[src/hw/csf_pkg.sv]
// Package: register map, field positions and reset values of the status flag block
package csf_pkg;
    localparam int unsigned AW = 8;
    localparam logic [7:0] OFS_STATUS = 8'h68;
    localparam logic [7:0] OFS_SET = 8'h4C;
    localparam logic [7:0] OFS_RESET = 8'h0C;
    localparam logic [7:0] OFS_MASK = 8'h70;
    localparam logic [7:0] OFS_CTRL = 8'h74;
    localparam logic [7:0] OFS_IRQ_STAT = 8'h78;
    localparam logic [7:0] OFS_PASSIVE = 8'h7C;
    localparam logic [7:0] OFS_HALL = 8'h80;
    localparam int unsigned BIT_T2CM = 8;
    localparam int unsigned BIT_T2PM = 9;
    localparam int unsigned BIT_TRAP_FLAG = 10;
    localparam int unsigned BIT_TRAP_STATE = 11;
    localparam int unsigned BIT_HALL_OK = 12;
    localparam int unsigned BIT_HALL_WRONG = 13;
    localparam int unsigned BIT_IDLE = 14;
    localparam int unsigned BIT_SHADOW_DONE = 15;
    localparam int unsigned CTRL_TRPEN = 0;
    localparam int unsigned CTRL_TRPM = 1;
    localparam int unsigned CTRL_MCMEN = 2;
    localparam int unsigned CTRL_TRPSYNC = 3;
    localparam int unsigned NFLAG = 8;
    localparam int unsigned NOUT = 6;
    localparam int unsigned NHALL = 3;
    localparam logic [7:0] FLAGS_RST = 8'h00;
    localparam logic [31:0] CTRL_RST = 32'h0000_0000;
    localparam logic [1:0] RESP_OKAY = 2'b00;
    localparam logic [1:0] RESP_SLVERR = 2'b10;
endpackage

[src/hw/csf_axil.sv]
// AXI4-Lite slave front end: accepts one write and one read, hands them on as strobes
`timescale 1ns/1ps
module csf_axil (
    input wire logic clk_sys_i,
    input wire logic rst_n_i,
    input wire logic [csf_pkg::AW-1:0] s_awaddr_i,
    input wire logic s_awvalid_i,
    output logic s_awready_o,
    input wire logic [31:0] s_wdata_i,
    input wire logic [3:0] s_wstrb_i,
    input wire logic s_wvalid_i,
    output logic s_wready_o,
    output logic [1:0] s_bresp_o,
    output logic s_bvalid_o,
    input wire logic s_bready_i,
    input wire logic [csf_pkg::AW-1:0] s_araddr_i,
    input wire logic s_arvalid_i,
    output logic s_arready_o,
    output logic [31:0] s_rdata_o,
    output logic [1:0] s_rresp_o,
    output logic s_rvalid_o,
    input wire logic s_rready_i,
    output logic wr_o,
    output logic [csf_pkg::AW-1:0] wr_addr_o,
    output logic [31:0] wr_data_o,
    output logic [3:0] wr_strb_o,
    input wire logic wr_err_i,
    output logic rd_o,
    output logic [csf_pkg::AW-1:0] rd_addr_o,
    input wire logic [31:0] rd_data_i,
    input wire logic rd_err_i
);
    import csf_pkg::*;
    logic aw_have, w_have, next_aw_have, next_w_have;
    logic [AW-1:0] awaddr, next_awaddr;
    logic [31:0] wdata, next_wdata;
    logic [3:0] wstrb, next_wstrb;
    logic bvalid, next_bvalid, rvalid, next_rvalid;
    logic [1:0] bresp, next_bresp, rresp, next_rresp;
    logic [31:0] rdata, next_rdata;

    assign s_awready_o = !aw_have && !bvalid;
    assign s_wready_o = !w_have && !bvalid;
    assign s_arready_o = !rvalid;
    assign wr_o = aw_have && w_have && !bvalid;
    assign wr_addr_o = awaddr;
    assign wr_data_o = wdata;
    assign wr_strb_o = wstrb;
    assign rd_o = s_arvalid_i && !rvalid;
    assign rd_addr_o = s_araddr_i;
    assign s_bvalid_o = bvalid;
    assign s_bresp_o = bresp;
    assign s_rvalid_o = rvalid;
    assign s_rresp_o = rresp;
    assign s_rdata_o = rdata;

    always_comb begin
        next_aw_have = aw_have;
        next_w_have = w_have;
        next_awaddr = awaddr;
        next_wdata = wdata;
        next_wstrb = wstrb;
        next_bvalid = bvalid;
        next_bresp = bresp;
        next_rvalid = rvalid;
        next_rresp = rresp;
        next_rdata = rdata;
        if (s_awvalid_i && s_awready_o) begin
            next_aw_have = 1'b1;
            next_awaddr = s_awaddr_i;
        end
        if (s_wvalid_i && s_wready_o) begin
            next_w_have = 1'b1;
            next_wdata = s_wdata_i;
            next_wstrb = s_wstrb_i;
        end
        if (wr_o) begin
            next_aw_have = 1'b0;
            next_w_have = 1'b0;
            next_bvalid = 1'b1;
            next_bresp = wr_err_i ? RESP_SLVERR : RESP_OKAY;
        end else if (bvalid && s_bready_i) begin
            next_bvalid = 1'b0;
        end
        if (rd_o) begin
            next_rvalid = 1'b1;
            next_rdata = rd_data_i;
            next_rresp = rd_err_i ? RESP_SLVERR : RESP_OKAY;
        end else if (rvalid && s_rready_i) begin
            next_rvalid = 1'b0;
        end
    end

    always_ff @(posedge clk_sys_i) begin
        if (!rst_n_i) begin
            aw_have <= 1'b0;
            w_have <= 1'b0;
            awaddr <= '0;
            wdata <= 32'h0000_0000;
            wstrb <= 4'h0;
            bvalid <= 1'b0;
            bresp <= RESP_OKAY;
            rvalid <= 1'b0;
            rresp <= RESP_OKAY;
            rdata <= 32'h0000_0000;
        end else begin
            aw_have <= next_aw_have;
            w_have <= next_w_have;
            awaddr <= next_awaddr;
            wdata <= next_wdata;
            wstrb <= next_wstrb;
            bvalid <= next_bvalid;
            bresp <= next_bresp;
            rvalid <= next_rvalid;
            rresp <= next_rresp;
            rdata <= next_rdata;
        end
    end
endmodule // csf_axil

[src/hw/csf_sync2.sv]
// Two flip-flop synchroniser for asynchronous level inputs
`timescale 1ns/1ps
module csf_sync2 #(
    parameter int unsigned W = 1
) (
    input wire logic clk_sys_i,
    input wire logic rst_n_i,
    input wire logic [W-1:0] async_i,
    output logic [W-1:0] sync_o
);
    logic [W-1:0] stage1;
    always_ff @(posedge clk_sys_i) begin
        if (!rst_n_i) begin
            stage1 <= '0;
            sync_o <= '0;
        end else begin
            stage1 <= async_i;
            sync_o <= stage1;
        end
    end
endmodule // csf_sync2

[src/hw/csf_top.sv]
// Upper status flags of the capture/compare unit: trap, hall, timer2 and shadow events
// Functional notes
// - Timer2 compare match sets sticky bit 8 until reset.
// - Timer2 period match sets sticky bit 9 until reset.
// - Trap flag bit 10 set when trap enabled and trap input low, or by software.
// - Release mode 0 with trap enabled: flag clears when trap input goes inactive.
// - Release mode 1: trap flag cleared only by software.
// - While trap state bit 11 set, selected outputs take passive level.
// - Trap state held while flag set; clears on sync after flag clears.
// - Valid hall edge with inputs equal expected pattern sets bit 12.
// - Valid hall edge matching neither current nor expected sets bit 13.
// - Idle bit 14 set with wrong hall event; only software clears it.
// - While idle set, pattern field held at zero, selected outputs passive.
// - Shadow copy into active pattern in multichannel mode sets bit 15.
// - Writing one to set register sets matching flag (not trap state bit 11) and raises interrupt.
// - Set register reads as zero.
// - Writing one to reset register clears the flag (not trap state bit 11); zero does nothing.
// - Every set condition raises an interrupt event, even if flag already set.
// - Software setting trap flag also sets trap state.
`timescale 1ns/1ps
module csf_top (
    input wire logic clk_sys_i,
    input wire logic rst_n_i,
    input wire logic [csf_pkg::AW-1:0] s_awaddr_i,
    input wire logic s_awvalid_i,
    output logic s_awready_o,
    input wire logic [31:0] s_wdata_i,
    input wire logic [3:0] s_wstrb_i,
    input wire logic s_wvalid_i,
    output logic s_wready_o,
    output logic [1:0] s_bresp_o,
    output logic s_bvalid_o,
    input wire logic s_bready_i,
    input wire logic [csf_pkg::AW-1:0] s_araddr_i,
    input wire logic s_arvalid_i,
    output logic s_arready_o,
    output logic [31:0] s_rdata_o,
    output logic [1:0] s_rresp_o,
    output logic s_rvalid_o,
    input wire logic s_rready_i,
    input wire logic timer2_compare_match_i,
    input wire logic timer2_period_match_i,
    input wire logic trap_input_i,
    input wire logic [csf_pkg::NHALL-1:0] hall_position_inputs_i,
    input wire logic hall_edge_i,
    input wire logic trap_sync_i,
    input wire logic shadow_transfer_i,
    input wire logic [csf_pkg::NOUT-1:0] multichannel_shadow_pattern_i,
    input wire logic [csf_pkg::NOUT-1:0] pwm_outputs_i,
    output logic [csf_pkg::NOUT-1:0] multichannel_pattern_o,
    output logic [csf_pkg::NOUT-1:0] ccu_outputs_o,
    output logic irq_o
);
    import csf_pkg::*;

    logic wr, rd, wr_err, rd_err;
    logic [AW-1:0] wr_addr, rd_addr;
    logic [31:0] wr_data, rd_data;
    logic [3:0] wr_strb;
    logic trap_in_s;
    logic [NHALL-1:0] hall_s;

    csf_axil u_axil (
        .clk_sys_i(clk_sys_i),
        .rst_n_i(rst_n_i),
        .s_awaddr_i(s_awaddr_i),
        .s_awvalid_i(s_awvalid_i),
        .s_awready_o(s_awready_o),
        .s_wdata_i(s_wdata_i),
        .s_wstrb_i(s_wstrb_i),
        .s_wvalid_i(s_wvalid_i),
        .s_wready_o(s_wready_o),
        .s_bresp_o(s_bresp_o),
        .s_bvalid_o(s_bvalid_o),
        .s_bready_i(s_bready_i),
        .s_araddr_i(s_araddr_i),
        .s_arvalid_i(s_arvalid_i),
        .s_arready_o(s_arready_o),
        .s_rdata_o(s_rdata_o),
        .s_rresp_o(s_rresp_o),
        .s_rvalid_o(s_rvalid_o),
        .s_rready_i(s_rready_i),
        .wr_o(wr),
        .wr_addr_o(wr_addr),
        .wr_data_o(wr_data),
        .wr_strb_o(wr_strb),
        .wr_err_i(wr_err),
        .rd_o(rd),
        .rd_addr_o(rd_addr),
        .rd_data_i(rd_data),
        .rd_err_i(rd_err)
    );

    // Trap pin and hall sensors are asynchronous pins
    csf_sync2 #(.W(1 + NHALL)) u_sync (
        .clk_sys_i(clk_sys_i),
        .rst_n_i(rst_n_i),
        .async_i({trap_input_i, hall_position_inputs_i}),
        .sync_o({trap_in_s, hall_s})
    );

    // Register state
    logic [NFLAG-1:0] flags, next_flags;
    logic [NFLAG-1:0] irq_stat, next_irq_stat;
    logic [NFLAG-1:0] mask, next_mask;
    logic [3:0] ctrl, next_ctrl;
    logic [NOUT-1:0] passive_level_config, next_passive;
    logic [NOUT-1:0] passive_sel, next_passive_sel;
    logic [NHALL-1:0] current_hall_pattern, next_current_hall_pattern;
    logic [NHALL-1:0] expected_hall_pattern, next_expected_hall_pattern;
    logic [NOUT-1:0] mcm_pat, next_mcm_pat;
    logic [NOUT-1:0] ccu_out, next_ccu_out;

    logic trap_pin_enable, trap_release_mode, mcm_enable, trap_sync_mode;
    assign trap_pin_enable = ctrl[CTRL_TRPEN];
    assign trap_release_mode = ctrl[CTRL_TRPM];
    assign mcm_enable = ctrl[CTRL_MCMEN];
    assign trap_sync_mode = ctrl[CTRL_TRPSYNC];

    logic w_set, w_rst, w_lo, w_hi;
    assign w_lo = wr && wr_strb[0];
    assign w_hi = wr && wr_strb[1];
    assign w_set = w_hi && wr_addr == OFS_SET;
    assign w_rst = w_hi && wr_addr == OFS_RESET;

    logic [NFLAG-1:0] sw_set, sw_clr, hw_set, set_ev, clr_ev;
    logic hall_match, hall_wrong, trap_active;

    always_comb begin
        trap_active = trap_pin_enable && !trap_in_s;
        hall_match = hall_s == expected_hall_pattern;
        hall_wrong = hall_s != current_hall_pattern && !hall_match;
        sw_set = w_set ? wr_data[15:8] : '0;
        sw_clr = w_rst ? wr_data[15:8] : '0;
        // Bit 11 of the set register is ignored; software cannot set trap state directly
        sw_set[BIT_TRAP_STATE-8] = 1'b0;
        hw_set = '0;
        hw_set[BIT_T2CM-8] = timer2_compare_match_i;
        hw_set[BIT_T2PM-8] = timer2_period_match_i;
        hw_set[BIT_TRAP_FLAG-8] = trap_active;
        hw_set[BIT_HALL_OK-8] = hall_edge_i && hall_match;
        hw_set[BIT_HALL_WRONG-8] = hall_edge_i && hall_wrong;
        hw_set[BIT_IDLE-8] = hall_edge_i && hall_wrong;
        hw_set[BIT_SHADOW_DONE-8] = shadow_transfer_i && mcm_enable;
        set_ev = sw_set | hw_set;
        // Software trap set also enters trap state
        set_ev[BIT_TRAP_STATE-8] = set_ev[BIT_TRAP_FLAG-8] || sw_set[BIT_TRAP_FLAG-8];
        clr_ev = sw_clr;
        clr_ev[BIT_TRAP_STATE-8] = 1'b0;
        // Release mode 0: flag follows the pin going inactive
        if (!trap_release_mode && trap_pin_enable && trap_in_s) begin
            clr_ev[BIT_TRAP_FLAG-8] = clr_ev[BIT_TRAP_FLAG-8] || !sw_set[BIT_TRAP_FLAG-8];
        end
        // Release mode 1 leaves only the software clear in clr_ev
        // State leaves only once the flag is gone and the selected sync point is seen
        if (!flags[BIT_TRAP_FLAG-8] && (!trap_sync_mode || trap_sync_i)) begin
            clr_ev[BIT_TRAP_STATE-8] = 1'b1;
        end
        // Set wins over clear on every flag
        next_flags = (flags & ~clr_ev) | set_ev;
        // Status is cleared by read; the new event in the same cycle survives
        next_irq_stat = irq_stat | set_ev;
        if (rd && rd_addr == OFS_IRQ_STAT) begin
            next_irq_stat = set_ev;
        end
        next_mask = mask;
        next_ctrl = ctrl;
        next_passive = passive_level_config;
        next_passive_sel = passive_sel;
        next_expected_hall_pattern = expected_hall_pattern;
        next_current_hall_pattern = current_hall_pattern;
        if (w_lo && wr_addr == OFS_MASK) begin
            next_mask = wr_data[NFLAG-1:0];
        end
        if (w_lo && wr_addr == OFS_CTRL) begin
            next_ctrl = wr_data[3:0];
        end
        if (w_lo && wr_addr == OFS_PASSIVE) begin
            next_passive = wr_data[NOUT-1:0];
        end
        if (w_hi && wr_addr == OFS_PASSIVE) begin
            next_passive_sel = wr_data[8+NOUT-1:8];
        end
        if (w_lo && wr_addr == OFS_HALL) begin
            next_current_hall_pattern = wr_data[NHALL-1:0];
            next_expected_hall_pattern = wr_data[4+NHALL-1:4];
        end
        if (hall_edge_i && hall_match) begin
            next_current_hall_pattern = expected_hall_pattern;
        end
        next_mcm_pat = mcm_pat;
        if (shadow_transfer_i && mcm_enable) begin
            next_mcm_pat = multichannel_shadow_pattern_i;
        end
        if (next_flags[BIT_IDLE-8]) begin
            next_mcm_pat = '0;
        end
        for (int i = 0; i < NOUT; i++) begin
            if (passive_sel[i] && (flags[BIT_TRAP_STATE-8] || flags[BIT_IDLE-8])) begin
                next_ccu_out[i] = passive_level_config[i];
            end else begin
                next_ccu_out[i] = pwm_outputs_i[i] & (mcm_enable ? mcm_pat[i] : 1'b1);
            end
        end
    end

    always_ff @(posedge clk_sys_i) begin
        if (!rst_n_i) begin
            flags <= FLAGS_RST;
            irq_stat <= FLAGS_RST;
            mask <= FLAGS_RST;
            ctrl <= CTRL_RST[3:0];
            passive_level_config <= '0;
            passive_sel <= '0;
            current_hall_pattern <= '0;
            expected_hall_pattern <= '0;
            mcm_pat <= '0;
            ccu_out <= '0;
        end else begin
            flags <= next_flags;
            irq_stat <= next_irq_stat;
            mask <= next_mask;
            ctrl <= next_ctrl;
            passive_level_config <= next_passive;
            passive_sel <= next_passive_sel;
            current_hall_pattern <= next_current_hall_pattern;
            expected_hall_pattern <= next_expected_hall_pattern;
            mcm_pat <= next_mcm_pat;
            ccu_out <= next_ccu_out;
        end
    end

    assign irq_o = |(irq_stat & mask);
    assign multichannel_pattern_o = mcm_pat;
    assign ccu_outputs_o = ccu_out;

    // Read mux; the set and reset registers read back zero
    always_comb begin
        rd_data = 32'h0000_0000;
        rd_err = 1'b0;
        unique case (rd_addr)
            OFS_STATUS: rd_data = {16'h0000, flags, 8'h00};
            OFS_SET: rd_data = 32'h0000_0000;
            OFS_RESET: rd_data = 32'h0000_0000;
            OFS_MASK: rd_data = {24'h00_0000, mask};
            OFS_CTRL: rd_data = {28'h000_0000, ctrl};
            OFS_IRQ_STAT: rd_data = {24'h00_0000, irq_stat};
            OFS_PASSIVE: rd_data = {18'h0_0000, passive_sel, 2'b00, passive_level_config};
            OFS_HALL: rd_data = {25'h000_0000, expected_hall_pattern, 1'b0,
                                 current_hall_pattern};
            default: rd_err = 1'b1;
        endcase
        wr_err = !(wr_addr inside {OFS_STATUS, OFS_SET, OFS_RESET, OFS_MASK, OFS_CTRL,
                                   OFS_IRQ_STAT, OFS_PASSIVE, OFS_HALL});
    end
endmodule // csf_top
[config.mk]
export PLATFORM = sky130hd
export DESIGN_NAME = csf_top
export DESIGN_NICKNAME = d
export VERILOG_FILES = /design/src/hw/csf_pkg.sv /design/src/hw/csf_axil.sv /design/src/hw/csf_sync2.sv /design/src/hw/csf_top.sv
export SDC_FILE = /design/constraint.sdc
export NUM_CORES = 1
export LEC_CHECK = 0
export ABC_AREA = 1
export CAP_MARGIN = 10
export CELL_PAD_IN_SITES_DETAIL_PLACEMENT = 0
export CELL_PAD_IN_SITES_GLOBAL_PLACEMENT = 1
export CORE_ASPECT_RATIO = 0.5
export CORE_MARGIN = 5
export CORE_UTILIZATION = 47
export CTS_BUF_LIST = sky130_fd_sc_hd__clkbuf_2 sky130_fd_sc_hd__clkbuf_4 sky130_fd_sc_hd__clkbuf_8
export DETAILED_ROUTE_END_ITERATION = 10
export DONT_BUFFER_PORTS = 1
export PLACE_DENSITY_LB_ADDON = 0.1
export SETUP_SLACK_MARGIN = 0.4
export SLEW_MARGIN = 20
export SYNTH_ARGS = -nofsm -noshare
export SYNTH_HDL_FRONTEND = slang
export SYNTH_SLANG_ARGS = --single-unit
[constraint.sdc]
create_clock -name clk_sys_i -period 1.8 [get_ports clk_sys_i]
set_input_delay 0.18 -clock clk_sys_i [delete_from_list [all_inputs] [get_ports clk_sys_i]]
set_output_delay 0.18 -clock clk_sys_i [all_outputs]
set_load 0.005 [all_outputs]
==> flow_metrics.tcl <==
set metrics [dict create \
    io_pins 134 \
    layout.nets 832 \
    synth.distinct_cells 38 \
    avgSynthCellArea_um2 7.588 \
    r2r-start "u_axil.s_bvalid_o$_SDFFE_PN0P_" \
    finalMaxSlewViolations 0 \
    fill_cells 1051 \
    synth_commonest_cells "114 x dfxtp_1, 111 x nand2_1, 85 x inv_1, 71 x nor2_1, 54 x a21oi_1" \
    async_reset_ff_frac 0 \
    max_clock_freq_mhz 687.3 \
    crit_end "flags[5]$_SDFF_PN0_" \
    synth_top_cell_area_share 0.4410 \
    ant_nets 0 \
    ys_seq_area_frac 0.4410 \
    outcome "finished, final reports clean" \
    portBuffers 0 \
    critPathCaptureType "register" \
    synth_top_cell_by_area "dfxtp_1" \
    root_buffer "clkbuf_8" \
    worstPathRequired_ns 2.13 \
    wl_mm 14.62 \
    p_per_area_nw_per_um2 899.1 \
    fp.dieW_um 158.4 \
    die_y_um 84.20 \
    synth-edff-count 0 \
    hold_class "primary input to register" \
    grt.met1_usage 0.3145 \
    period_share 0.8083 \
    cp-start-kind "register" \
    cts_buffers 17 \
    clk_path_buf_depth 2 \
    worstPathArrival_ns 1.78 \
    grt_pass1_vias 4255 \
    synthesis.area_um2 5175 \
    crit_type "register to register" \
    use_met3 0.06076 \
    worst_pin_slew_ns 0.6242 \
    cts_tree "yes" \
    startpoint "u_axil.s_bvalid_o$_SDFFE_PN0P_" \
    drive_gt1_frac 0.2003 \
    grt_use_total 0.2141 \
    fp-row-count 27 \
    met2_usage 0.3125 \
    tns_ns 0 \
    drt-wirelength-per-cell_um 16.08 \
    antenna_found_initial 0 \
    drt_iter0_markers 306 \
    dp.final_hpwl_mm 10.11 \
    drcViolationCount 0 \
    min_period_ns 1.455 \
    dieArea_um2 13340 \
    areaGrowthSynthToFinish_pct 25.87 \
    grt_remaining_overflow 0 \
    multi_input_area_um2 2541 \
    rsz0062_at_grt "true" \
    antennaDiodeCount 0 \
    grt_first_pass_wirelength_mm 22.25 \
    critPathMaxFanout 7 \
    peakVddDrop_uv 437.3 \
    synth-seq-cells 114 \
    max_cap_violations 0 \
    reg2regPathDepth 8 \
    cts_sinks 114 \
    seqCellArea_um2 2298 \
    grt_busiest_layer "met1" \
    cts_htree_levels 4 \
    hold_violations 0 \
    via_count 4592 \
    synth_area_leaders "dfxtp_1 44%, nand2_1 8.1%, inv_1 6.2%" \
    place_congestion 0.8775 \
    whs_ns 0.03098 \
    yosysWarnings 0 \
    p_leak_nw 2.692 \
    viasPerCell 5.052 \
    synthFlopType "dfxtp_1" \
    finalClockSkew_ns 0.01126 \
    worst_r2r_endpoint "flags[5]$_SDFF_PN0_" \
    start_util 0.4757 \
    postSynthCellCount 682 \
    clock_latency_ns 0.43 \
    rrSetupSlack_ns 0.35 \
    slew_headroom 0.5839 \
    clk_pin_slew_ns 0.07 \
    setup_viol 0 \
    coreArea_um2 10880 \
    synth_most_common_cell "dfxtp_1" \
    first_pass_iters 4 \
    grt_max_degree 59 \
]
==> layout by cell type, fill, tap and decap left out, types with 6 or more instances in the layout <==
| master | n |
|---|---|
| a211oi_2 | 13 |
| a21oi_1 | 52 |
| buf_4 | 22 |
| clkbuf_8 | 21 |
| conb_1 | 18 |
| dfxtp_1 | 103 |
| dfxtp_2 | 10 |
| dlygate4sd3_1 | 47 |
| inv_1 | 82 |
| inv_2 | 8 |
| mux2_2 | 6 |
| nand2_1 | 102 |
| nand2_2 | 11 |
| nand3_1 | 49 |
| nor2_1 | 62 |
| nor2_2 | 11 |
| nor2_4 | 11 |
| o21ai_0 | 49 |
| o21ai_1 | 6 |
| o22ai_1 | 7 |
| xnor2_1 | 6 |
==> timing repair <==
| action | CTS | global route |
|---|---|---|
| pin swaps | 8 | 18 |
| endpoints found under the hold margin | 74 | 0 |
| gates resized for setup | 17 | 46 |
| hold buffers | 48 | 0 |
| endpoints found under the setup margin | 48 | 70 |
| cloned | 0 | 1 |
| setup buffers | 8 | 10 |
==> critical path, cell delays in order (launching register included) <==
cell	delay, ns
dfxtp_4	0.37
inv_4	0.07
nand3_4	0.11
nor2_4	0.26
nand2_2	0.17
o21ai_0	0.18
nand3_1	0.09
nand2_1	0.07
inv_1	0.03
==> per-layer routing <==
metal  vias to the layer above  share of wire
met5                         -              0
met2                       142           0.41
met4                         0         0.0068
li1                       2337              -
met1                      2101           0.51
met3                        12          0.074
==> where the power goes <==
group	internal, mW	switching [mW]
Combinational	0.224	0.354
Clock	1.50	1.05
Sequential	2.64	0.0969
Total	4.36	1.50
==> worst min-delay path by stage <==
stage	startpoint	cells past startpoint	slack, ns	end
floorplan	hall_position_inputs_i[0]	2	0.28	u_sync.stage1[0]$_SDFF_PN0_
global placement	trap_input_i	2	0.28	u_sync.stage1[3]$_SDFF_PN0_
detailed placement	hall_position_inputs_i[1]	2	0.28	u_sync.stage1[1]$_SDFF_PN0_
CTS	timer2_period_match_i	3	0.002	flags[1]$_SDFF_PN0_
global route	trap_sync_i	5	0.03	flags[3]$_SDFF_PN0_
finish	timer2_period_match_i	3	0.03	flags[1]$_SDFF_PN0_
==> logic make-up (layout without fill, tap and decap cells) <==
family                 after synthesis  after routing  synth area share
AO/OA/AOI/OAI                      155            155            0.1806
AND/OR/NAND/NOR                    266            267            0.2411
XOR/XNOR                             6              6           0.01015
other                                1             18         0.0007246
flip-flops                         114            114            0.4410
buffers and inverters              134            198            0.1134
multiplexers                         6              6           0.01306
==> state kept, by name, indices dropped and copies added, names as in the netlist <==
register,flops
u_axil.s_rdata_o,16
u_axil.wr_data_o,16
flags,8
irq_stat,8
mask,8
u_axil.wr_addr_o,8
ccu_outputs_o,6
multichannel_pattern_o,6
passive_level_config,6
passive_sel,6
ctrl,4
u_sync.stage1,4
u_sync.sync_o,4
current_hall_pattern,3
expected_hall_pattern,3
u_axil.wr_strb_o,2
u_axil.aw_have,1
u_axil.s_bresp_o,1
u_axil.s_bvalid_o,1
u_axil.s_rresp_o,1
u_axil.s_rvalid_o,1
u_axil.w_have,1
==> per-stage QoR <==
step           power (mW)  area (µm²)  utilization  instances  setup slack (ns)
6_report            5.857        6514       0.5988        909            0.3451
5_1_grt             6.097        6514       0.5988        909            0.2664
4_1_cts             5.860        6281       0.5774        898            0.3086
3_5_place_dp        3.200        5241       0.4818        811            0.2562
3_3_place_gp        3.193        5241       0.4818        811            0.3068
2_1_floorplan       3.129        5239            -        699            0.5516
==> final cells by class <==
class,instances,share of cell area
clock buffer,21,0.04437
clock inverter,10,0.02017
inverter,94,0.05609
multi-input combinational,452,0.3901
sequential,114,0.3529
tap,145,0.02785
timing repair buffer,73,0.1085
No activity file was read; power rests on OpenSTA's default activity.
